[src/pmu_regs_defs.svh]
// Offsets, field positions, reset values and timing counts for the regulator register block
`ifndef PMU_REGS_DEFS_SVH
`define PMU_REGS_DEFS_SVH
`define LIN_MASK_ADDR       8'h23
`define METER_SEL_ADDR      8'h24
`define METER_HIGH_ADDR     8'h25
`define METER_LOW_ADDR      8'h26
`define IRQ_FLAGS_ADDR      8'h27
`define LIVE_STATE_ADDR     8'h28
`define METER_MASK_ADDR     8'h29
`define LIN_MASK_RESET      8'hCC
`define LIN_MASK_WRITABLE   8'hDD
`define MASK_B_LOST         7
`define MASK_B_REACH        6
`define MASK_B_OC           4
`define MASK_A_LOST         3
`define MASK_A_REACH        2
`define MASK_A_OC           0
`define FLAG_METER_DONE     4
`define METER_STEP_MA       20
`define METER_FULL_MA       10220
`define METER_TIME_US       100
`define CLK_MHZ             10
`define METER_CYCLES        (`METER_TIME_US * `CLK_MHZ)
`endif

[src/pmu_regs_pkg.sv]
// Types shared by the regulator register block
`default_nettype none
package pmu_regs_pkg;
   // One linear regulator's live conditions
   typedef struct packed {
      logic power_good;
      logic overcurrent;
   } lin_state_t;
   // Register access request
   typedef struct packed {
      logic       wr;
      logic [7:0] addr;
      logic [7:0] wdata;
   } reg_req_t;
   typedef enum logic [0:0] {METER_IDLE, METER_BUSY} meter_state_t;
endpackage
`default_nettype wire

[src/pmu_regs.sv]
// Linear regulator interrupt masking and step-down load current meter registers
`timescale 1ns/1ps
`include "pmu_regs_defs.svh"
`default_nettype none
module pmu_regs (
   // Clock and reset
   input  wire logic                     clk,
   input  wire logic                     rst_b,
   // Register access from the serial interface, same clock
   input  wire pmu_regs_pkg::reg_req_t   req,
   input  wire logic                     req_valid,
   output logic [7:0]                    rdata,
   // Live linear regulator conditions from analog pins
   input  wire pmu_regs_pkg::lin_state_t lin_a_pin,
   input  wire pmu_regs_pkg::lin_state_t lin_b_pin,
   // Load current converter interface
   input  wire logic [8:0]               meter_sample,
   output logic                          meter_sel_b,
   output logic                          meter_busy,
   // Interrupt request towards the host
   output logic                          irq
);
   import pmu_regs_pkg::*;

   localparam int METER_CYCLES = `METER_CYCLES;

   logic [1:0]   sync_a0;
   logic [1:0]   sync_a1;
   logic [1:0]   sync_b0;
   logic [1:0]   sync_b1;
   lin_state_t   lin_a_live;
   lin_state_t   lin_b_live;
   lin_state_t   lin_a_prev;
   lin_state_t   lin_b_prev;
   logic [7:0]   lin_mask;
   logic [3:0]   lin_flags;
   logic         meter_done_flag;
   logic         meter_done_irq_block;
   logic         meter_sel;
   logic [8:0]   result;
   meter_state_t meter_state;
   logic [15:0]  meter_count;
   logic         sel_write;
   logic         meter_finish;
   logic [3:0]   lin_events;
   logic         flags_write;
   logic [7:0]   next_rdata;

   assign sel_write   = req_valid && req.wr && req.addr == `METER_SEL_ADDR;
   assign flags_write = req_valid && req.wr && req.addr == `IRQ_FLAGS_ADDR;

   // Two-stage synchronisers for analog status pins
   always_ff @(posedge clk or negedge rst_b) begin
      if (!rst_b) begin
         sync_a0 <= 2'h0;
         sync_b0 <= 2'h0;
         sync_a1 <= 2'h0;
         sync_b1 <= 2'h0;
      end else begin
         sync_a0 <= lin_a_pin;
         sync_b0 <= lin_b_pin;
         sync_a1 <= sync_a0;
         sync_b1 <= sync_b0;
      end
   end
   assign lin_a_live = sync_a1;
   assign lin_b_live = sync_b1;

   // Previous live state for edge detection
   always_ff @(posedge clk or negedge rst_b) begin
      if (!rst_b) begin
         lin_a_prev <= 2'h0;
         lin_b_prev <= 2'h0;
      end else begin
         lin_a_prev <= lin_a_live;
         lin_b_prev <= lin_b_live;
      end
   end

   // Mask register, reserved bits held at zero
   always_ff @(posedge clk or negedge rst_b) begin
      if (!rst_b) begin
         lin_mask <= `LIN_MASK_RESET;
      end else if (req_valid && req.wr && req.addr == `LIN_MASK_ADDR) begin
         lin_mask <= req.wdata & `LIN_MASK_WRITABLE;
      end
   end

   // Masked events: bit3 B power good, bit2 B overcurrent, bit1 A power good, bit0 A overcurrent
   always_comb begin
      lin_events[3] = (lin_b_prev.power_good && !lin_b_live.power_good && !lin_mask[`MASK_B_LOST])
                   || (!lin_b_prev.power_good && lin_b_live.power_good && !lin_mask[`MASK_B_REACH]);
      lin_events[2] = !lin_b_prev.overcurrent && lin_b_live.overcurrent && !lin_mask[`MASK_B_OC];
      lin_events[1] = (lin_a_prev.power_good && !lin_a_live.power_good && !lin_mask[`MASK_A_LOST])
                   || (!lin_a_prev.power_good && lin_a_live.power_good && !lin_mask[`MASK_A_REACH]);
      lin_events[0] = !lin_a_prev.overcurrent && lin_a_live.overcurrent && !lin_mask[`MASK_A_OC];
   end

   // Sticky flags, write one to clear, set wins
   always_ff @(posedge clk or negedge rst_b) begin
      if (!rst_b) begin
         lin_flags       <= 4'h0;
         meter_done_flag <= 1'b0;
      end else begin
         lin_flags       <= (lin_flags & ~(flags_write ? req.wdata[3:0] : 4'h0)) | lin_events;
         meter_done_flag <= (meter_done_flag & !(flags_write && req.wdata[`FLAG_METER_DONE])) | meter_finish;
      end
   end

   // Ready interrupt mask
   always_ff @(posedge clk or negedge rst_b) begin
      if (!rst_b) begin
         meter_done_irq_block <= 1'b0;
      end else if (req_valid && req.wr && req.addr == `METER_MASK_ADDR) begin
         meter_done_irq_block <= req.wdata[0];
      end
   end

   // Select register
   always_ff @(posedge clk or negedge rst_b) begin
      if (!rst_b) begin
         meter_sel <= 1'b0;
      end else if (sel_write) begin
         meter_sel <= req.wdata[0];
      end
   end

   // Measurement sequencer; a write always restarts
   always_ff @(posedge clk or negedge rst_b) begin
      if (!rst_b) begin
         meter_state <= METER_IDLE;
         meter_count <= 16'h0000;
      end else if (sel_write) begin
         meter_state <= METER_BUSY;
         meter_count <= 16'h0000;
      end else begin
         unique case (meter_state)
            METER_IDLE: begin
               meter_count <= 16'h0000;
            end
            METER_BUSY: begin
               if (meter_finish) begin
                  meter_state <= METER_IDLE;
               end
               meter_count <= meter_count + 16'h0001;
            end
         endcase
      end
   end
   assign meter_finish = meter_state == METER_BUSY && meter_count == 16'(METER_CYCLES - 1) && !sel_write;

   // Result captured whole on completion, 20 mA per count
   always_ff @(posedge clk or negedge rst_b) begin
      if (!rst_b) begin
         result <= 9'h000;
      end else if (meter_finish) begin
         result <= meter_sample;
      end
   end

   // Read multiplexer
   always_comb begin
      unique case (req.addr)
         `LIN_MASK_ADDR:   next_rdata = lin_mask;
         `METER_SEL_ADDR:  next_rdata = {7'h00, meter_sel};
         `METER_HIGH_ADDR: next_rdata = {7'h00, result[8]};
         `METER_LOW_ADDR:  next_rdata = result[7:0];
         `IRQ_FLAGS_ADDR:  next_rdata = {3'h0, meter_done_flag, lin_flags};
         `LIVE_STATE_ADDR: next_rdata = {4'h0, lin_b_live, lin_a_live};
         `METER_MASK_ADDR: next_rdata = {7'h00, meter_done_irq_block};
         default:          next_rdata = 8'h00;
      endcase
   end

   // Read data registered on each read request, stands until the next read
   always_ff @(posedge clk or negedge rst_b) begin
      if (!rst_b) begin
         rdata <= 8'h00;
      end else if (req_valid && !req.wr) begin
         rdata <= next_rdata;
      end
   end

   assign meter_sel_b = meter_sel;
   assign meter_busy  = meter_state == METER_BUSY;
   assign irq         = (|lin_flags) || (meter_done_flag && !meter_done_irq_block);
endmodule
`default_nettype wire

[config.mk]
export PLATFORM = sky130hd
export DESIGN_NAME = pmu_regs
export DESIGN_NICKNAME = d
export VERILOG_FILES = /design/src/pmu_regs_pkg.sv /design/src/pmu_regs.sv
export VERILOG_INCLUDE_DIRS = /design/src
export SDC_FILE = /design/constraint.sdc
export NUM_CORES = 1
export LEC_CHECK = 0
export ABC_AREA = 1
export BUFFER_PORTS_ARGS = -buffer_cell sky130_fd_sc_hd__buf_2
export CORE_MARGIN = 5
export CORE_UTILIZATION = 45
export CTS_CLUSTER_SIZE = 16
export DETAILED_ROUTE_END_ITERATION = 8
export HOLD_SLACK_MARGIN = 0.05
export PLACE_DENSITY = 0.69
export SLEW_MARGIN = 20
export SYNTH_ARGS = -nofsm -noshare
export SYNTH_HDL_FRONTEND = slang
export SYNTH_SLANG_ARGS = --single-unit
[constraint.sdc]
create_clock -name clk -period 1.3 [get_ports clk]
set_clock_uncertainty 0.1 [all_clocks]
set_input_delay 0.26 -clock clk [delete_from_list [all_inputs] [get_ports clk]]
set_output_delay 0.26 -clock clk [all_outputs]
set_load 0.01 [all_outputs]
---- Yosys cells after proc, flatten, opt, wreduce, memory -nomap -nowiden ----
Index checks and enable logic that the tools add are counted.
W data, S select, Z words.
operators by class
  add/sub/neg operators ................... 1
  equality and inequality tests ........... 8
  multiplexer cells ....................... 7
  bitwise logic cells ..................... 6
  reductions and logical operators ........ 42
operator list
  cell                     number
  $eq A8 B6 Y1 const B     7
  $pmux W8 S7              1
  $pmux W16 S2             1
  $logic_and A1 B1 Y1      22
  $add A16 B1 Y16 const B  1
  $eq A16 B10 Y1 const B   1
  $logic_not A1 Y1         16
  $mux W16                 1
  $and A4 B4 Y4            1
  $mux W4                  1
  $not A4 Y4               1
  $or A4 B4 Y4             1
  $reduce_or A4 Y1         1
  $logic_or A1 B1 Y1       3
  $mux W1                  3
  $and A1 B1 Y1            1
  $not A1 Y1               1
  $or A1 B1 Y1             1
storage, ports and cells
  flip-flop bits (word level) ............. 59
  output and inout bits ................... 11
  logic and storage cells ................. 81

---- Logic depth before layout (Yosys ltp) ----
  depth in word-level cells ............... 7
  mapped depth ............................ 10

---- Worst setup path after synthesis ----
No wires, ideal clock.
  path kind ............................... register to register
  from .................................... reg meter_count[0]
  to ...................................... reg meter_state, in the netlist meter_busy
  arrival ................................. 1.175 ns
  setup slack ............................. -0.105 ns
  stages on the path, launching flop included .. 8
  buffers on the path ..................... 1
  clock period less this slack ............ 1.405 ns
  cells stage by stage .................... dfrtp_1 ha_1 nand2_1 inv_1 nand4_1 nor3_2 buf_4 o21ai_0
between the ends
  cells in the longest elaborated chain, start to end .. 6
ends and longest elaborated chain
  what                              RTL line         RTL
  from (decl)                       pmu_regs.sv:42   logic [15:0] meter_count;
  from (signal assigned)            pmu_regs.sv:145  meter_count <= meter_count + 16'h0001;
  $eq A16 B10 Y1                    pmu_regs.sv:150  assign meter_finish = meter_state == METER_BUSY && meter_count == 16'(METER_CYCLES - 1) && !sel_write;
  $logic_and A1 B1 Y1 (2 in a row)  pmu_regs.sv:150
  $mux W1                           pmu_regs.sv:142  if (meter_finish) begin
  $mux W1                           pmu_regs.sv:137  unique case (meter_state)
  $mux W1                           pmu_regs.sv:133  end else if (sel_write) begin
  to (signal assigned)              pmu_regs.sv:131  meter_state <= METER_IDLE;
  to (signal assigned)              pmu_regs.sv:134  meter_state <= METER_BUSY;
  to (signal assigned)              pmu_regs.sv:143  meter_state <= METER_IDLE;
  to (decl)                         pmu_regs.sv:41   meter_state_t meter_state;
No other way between the ends.
A chain may end at the register's enable or synchronous reset.

---- Final worst setup path ----
  from .................................... reg meter_count[0]
  to ...................................... reg result[0]
between the ends
  cells in the longest elaborated chain, start to end .. 3
ends and longest elaborated chain
  what                              RTL line         RTL
  $eq A16 B10 Y1                    pmu_regs.sv:150
  $logic_and A1 B1 Y1 (2 in a row)  pmu_regs.sv:150
  to (signal assigned)              pmu_regs.sv:157  result <= meter_sample;
  to (decl)                         pmu_regs.sv:40   logic [8:0] result;
No other way between the ends.

==> summary.txt <==
fin. max-slew vios -> 0
total grt overflow -> 0
largest net degree at the start of global routing -> 60
Die H -> 87.8 um
gpl congestion -> 0.849
Routed WL -> 7230 um
Setup Viol. Count Final -> 25
number of global-route vias before repair -> 2,593
sequential share of power -> 0.398
RSZ-0062 raised after global routing -> yes
Critical Path Start Type -> flop
critical path startpoint -> meter_count[0]
Core Area -> 5920 um^2
All-Layer GR Usage -> 0.199
Distinct cells, synth -> 29
Root Driver -> clkbuf_8
peak supply drop -> 779 uV
Slew @ Worst Pin -> 0.311 ns
Post-DP Area -> 3350 um^2
max-cap violations -> 0
Adder-Cell Fraction of Synth Area -> 0.00459
worst hold stages -> 3
CP arrival -> 1.72 ns
post-route cell area -> 3910 um^2
fin util -> 0.660
Via density -> 4.93
Setup CP Type -> reg2reg
crit path capture -> result[0]
Synth Area in Simple Gates -> 0.314
Avg Cell Area, Syn -> 8.20 um^2
Setup TNS -> -5.13 ns
IO Pins -> 44
fin crit share -> 1.22
TritonCTS clock tree -> built
Static Leak -> 2.10 nW
antenna violations before repair -> 0
Layout area overhead -> 43.5%
total CTS buffers -> 9
power density cells -> 1360 nW/um^2
Slew HR -> 0.792
reg2reg start -> meter_count[0]
syn_nets -> 366
status -> complete, but fails checks
ANT cells -> 0
sw power -> 1.51 mW
commonest non-fill, non-tap cells in the layout -> nand2_1, dfrtp_1, buf_4
Die W -> 87.8 um
Comb pwr share -> 0.241
Die Area -> 7710 um^2
Hold Fails Final Rpt -> 0
Main synth FF type -> dfrtp_1
Clock Path Buffers -> 2
crit path max-delay cell type -> dfrtp_1
net count of the finished layout -> 476
Ys Warns -> 0
Seq/Total Area, Yosys -> 0.544
Initial Utilization -> 0.460
row count -> 28
Buf+Inv Stages, Crit Path -> 1
worst min path class -> in2reg
CP peak stage delay -> 0.35 ns
worst-path cell chain -> ha_2, nand2_2, inv_2, nand4_1, nor3_4, nand2_2, nand2_1, nand2_1
final setup margin -> -0.290 ns
first-pass GRT wire length -> 11,700 um
Final Critical Period -> 1.59 ns
largest family of logic cells by synthesized area -> simple AND/OR/NAND/NOR gates
routed via count -> 2,574
layout cells sized above 1 -> 0.353
clock transition at the registers of the reported paths -> 0.07 ns
wire length per cell -> 13.9 um
reg2reg path depth -> 8
Syn Inst Count -> 332
Compound-Gate Fraction of Synth Area -> 0.0661
# DRC -> 0
H-tree levels -> 3
Synth Register Bits -> 59
Crit. End Element -> flop
Worst EP required -> 1.43 ns
Post-DRT Antenna Nets -> 0
Highest Clock Rate -> 629 MHz
filler instances -> 474
Sink Count -> 59
Crit path depth -> 8
most common cell after layout, fill and taps aside -> nand2_1
XOR/XNOR Fraction of Synth Area -> 0.00643
failing checks -> negative setup slack
Pre-Repair DR Iteration Count -> 4
R2R setup slack -> -0.29 ns
RR Endpoint -> result[0]
EDFF count, synth -> 0
clock share of power -> 0.361
Async SR Flop Fraction -> 1.00
switch share -> 0.284
DRT iter0 DRCs -> 124
Syn Std Cell Area -> 2720 um^2
delay-heaviest family, CP -> simple AND/OR/NAND/NOR gates
Worst-Skew Late Latency -> 0.34 ns
crit path max fanout -> 5
internal power -> 3.81 mW
I/O Buffers -> 42
post-synthesis mux area share -> 0
detailed-placement wirelength estimate -> 4780 um
==> repair_timing <==
item                                   in CTS  in global routing
setup endpoints to repair                  23                 25
gates cloned                                1                  0
pin swaps                                  10                 13
gates resized for setup                    24                 21
setup buffers                               5                  6
hold buffers                                8                  0
endpoints found under the hold margin      62                  0
==> logic make-up after synthesis <==
family                     count (synthesis)
adders and majority gates                  1
DFF                                       59
and+or+nand+nor                          192
buffers and inverters                     45
xor gates and xnor gates                   2
AOI/OAI and AO/OA                         33
==> layer usage <==
metal | up-vias | global-route usage | wire [um]
li1 | 1280 | - | -
met1 | 1190 | 0.252 | 3060
met2 | 84 | 0.318 | 3570
met3 | 20 | 0.0423 | 377
met4 | 0 | 0.107 | 218
met5 | - | 0 | 0
==> metrics by stage <==
step | hold slack, ns | cells | power, mW | worst slack [ns]
after floorplan | -0.136 | 332 | 2.56 | -0.0757
after global placement | 0.191 | 487 | 2.92 | -0.175
after detailed placement | 0.187 | 487 | 2.95 | -0.226
after CTS | 0.0502 | 517 | 5.06 | -0.297
after global routing | 0.0637 | 522 | 5.55 | -0.393
final | 0.0549 | 522 | 5.32 | -0.290
==> worst register-to-register path, cell delays in order (launching register included) <==
cell and delay (ns):
dfrtp_1 0.35, ha_2 0.20, nand2_2 0.07, inv_2 0.07, nand4_1 0.15, nor3_4 0.23
nand2_2 0.14, nand2_1 0.09, nand2_1 0.06
==> final cells by class <==
class	instances	area, um^2	share of cell area
Clock buffer	12	155	0.0397
Multi-Input combinational cell	229	1220	0.313
Clock inverter	4	72.6	0.0186
Inverter	40	150	0.0384
Tap cell	75	93.8	0.0240
Sequential cell	59	1480	0.379
Timing Repair Buffer	103	734	0.188
==> synthesized netlist by cell type (2+ instances only) <==
library cell | instances | area (um^2)
inv_2 | 3 | 11.3
inv_1 | 36 | 135
nand4_1 | 3 | 18.8
dfstp_2 | 4 | 105
o211ai_1 | 2 | 15.0
nor3_2 | 2 | 20.0
nor3_1 | 2 | 10.0
nand3_1 | 39 | 195
buf_2 | 4 | 20.0
a21oi_1 | 7 | 35.0
o31ai_1 | 2 | 15.0
nand2_1 | 100 | 375
nand2_2 | 5 | 31.3
nor2_4 | 2 | 22.5
dfrtp_1 | 55 | 1380
nor2_2 | 5 | 31.3
nor2_1 | 28 | 105
nand3b_1 | 2 | 15.0
o21ai_0 | 21 | 105
==> power groups by stage <==
stage	clock, mW	sequential [mW]	combinational [mW]
after floorplan	0	2.13	0.432
after global placement	0	2.13	0.797
after detailed placement	0	2.13	0.823
after CTS	1.94	2.11	1.01
after global routing	2.03	2.13	1.39
final	1.92	2.12	1.28
==> worst min path at each step <==
stage	slack [ns]	from	to
4_1_cts	0.05	meter_sample[3]	result[3]
2_1_floorplan	-0.14	rst_b	lin_a_live[0]
3_3_place_gp	0.19	rst_b	rdata[2]
5_1_grt	0.06	meter_sample[6]	result[6]
6_report	0.05	meter_sample[3]	result[3]
3_5_place_dp	0.19	rst_b	rdata[1]
==> sequential cells by signal, summed over array words and instances (netlist names) <==
signal	cells
meter_done_flag	1
lin_flags	4
lin_a_live	2
lin_b_prev	2
meter_count	16
result	9
lin_b_live	2
meter_busy	1
meter_done_irq_block	1
lin_mask	6
sync_a0	2
lin_a_prev	2
rdata	8
sync_b0	2
meter_sel_b	1
Note: power is estimated with default switching activity, not from simulation.
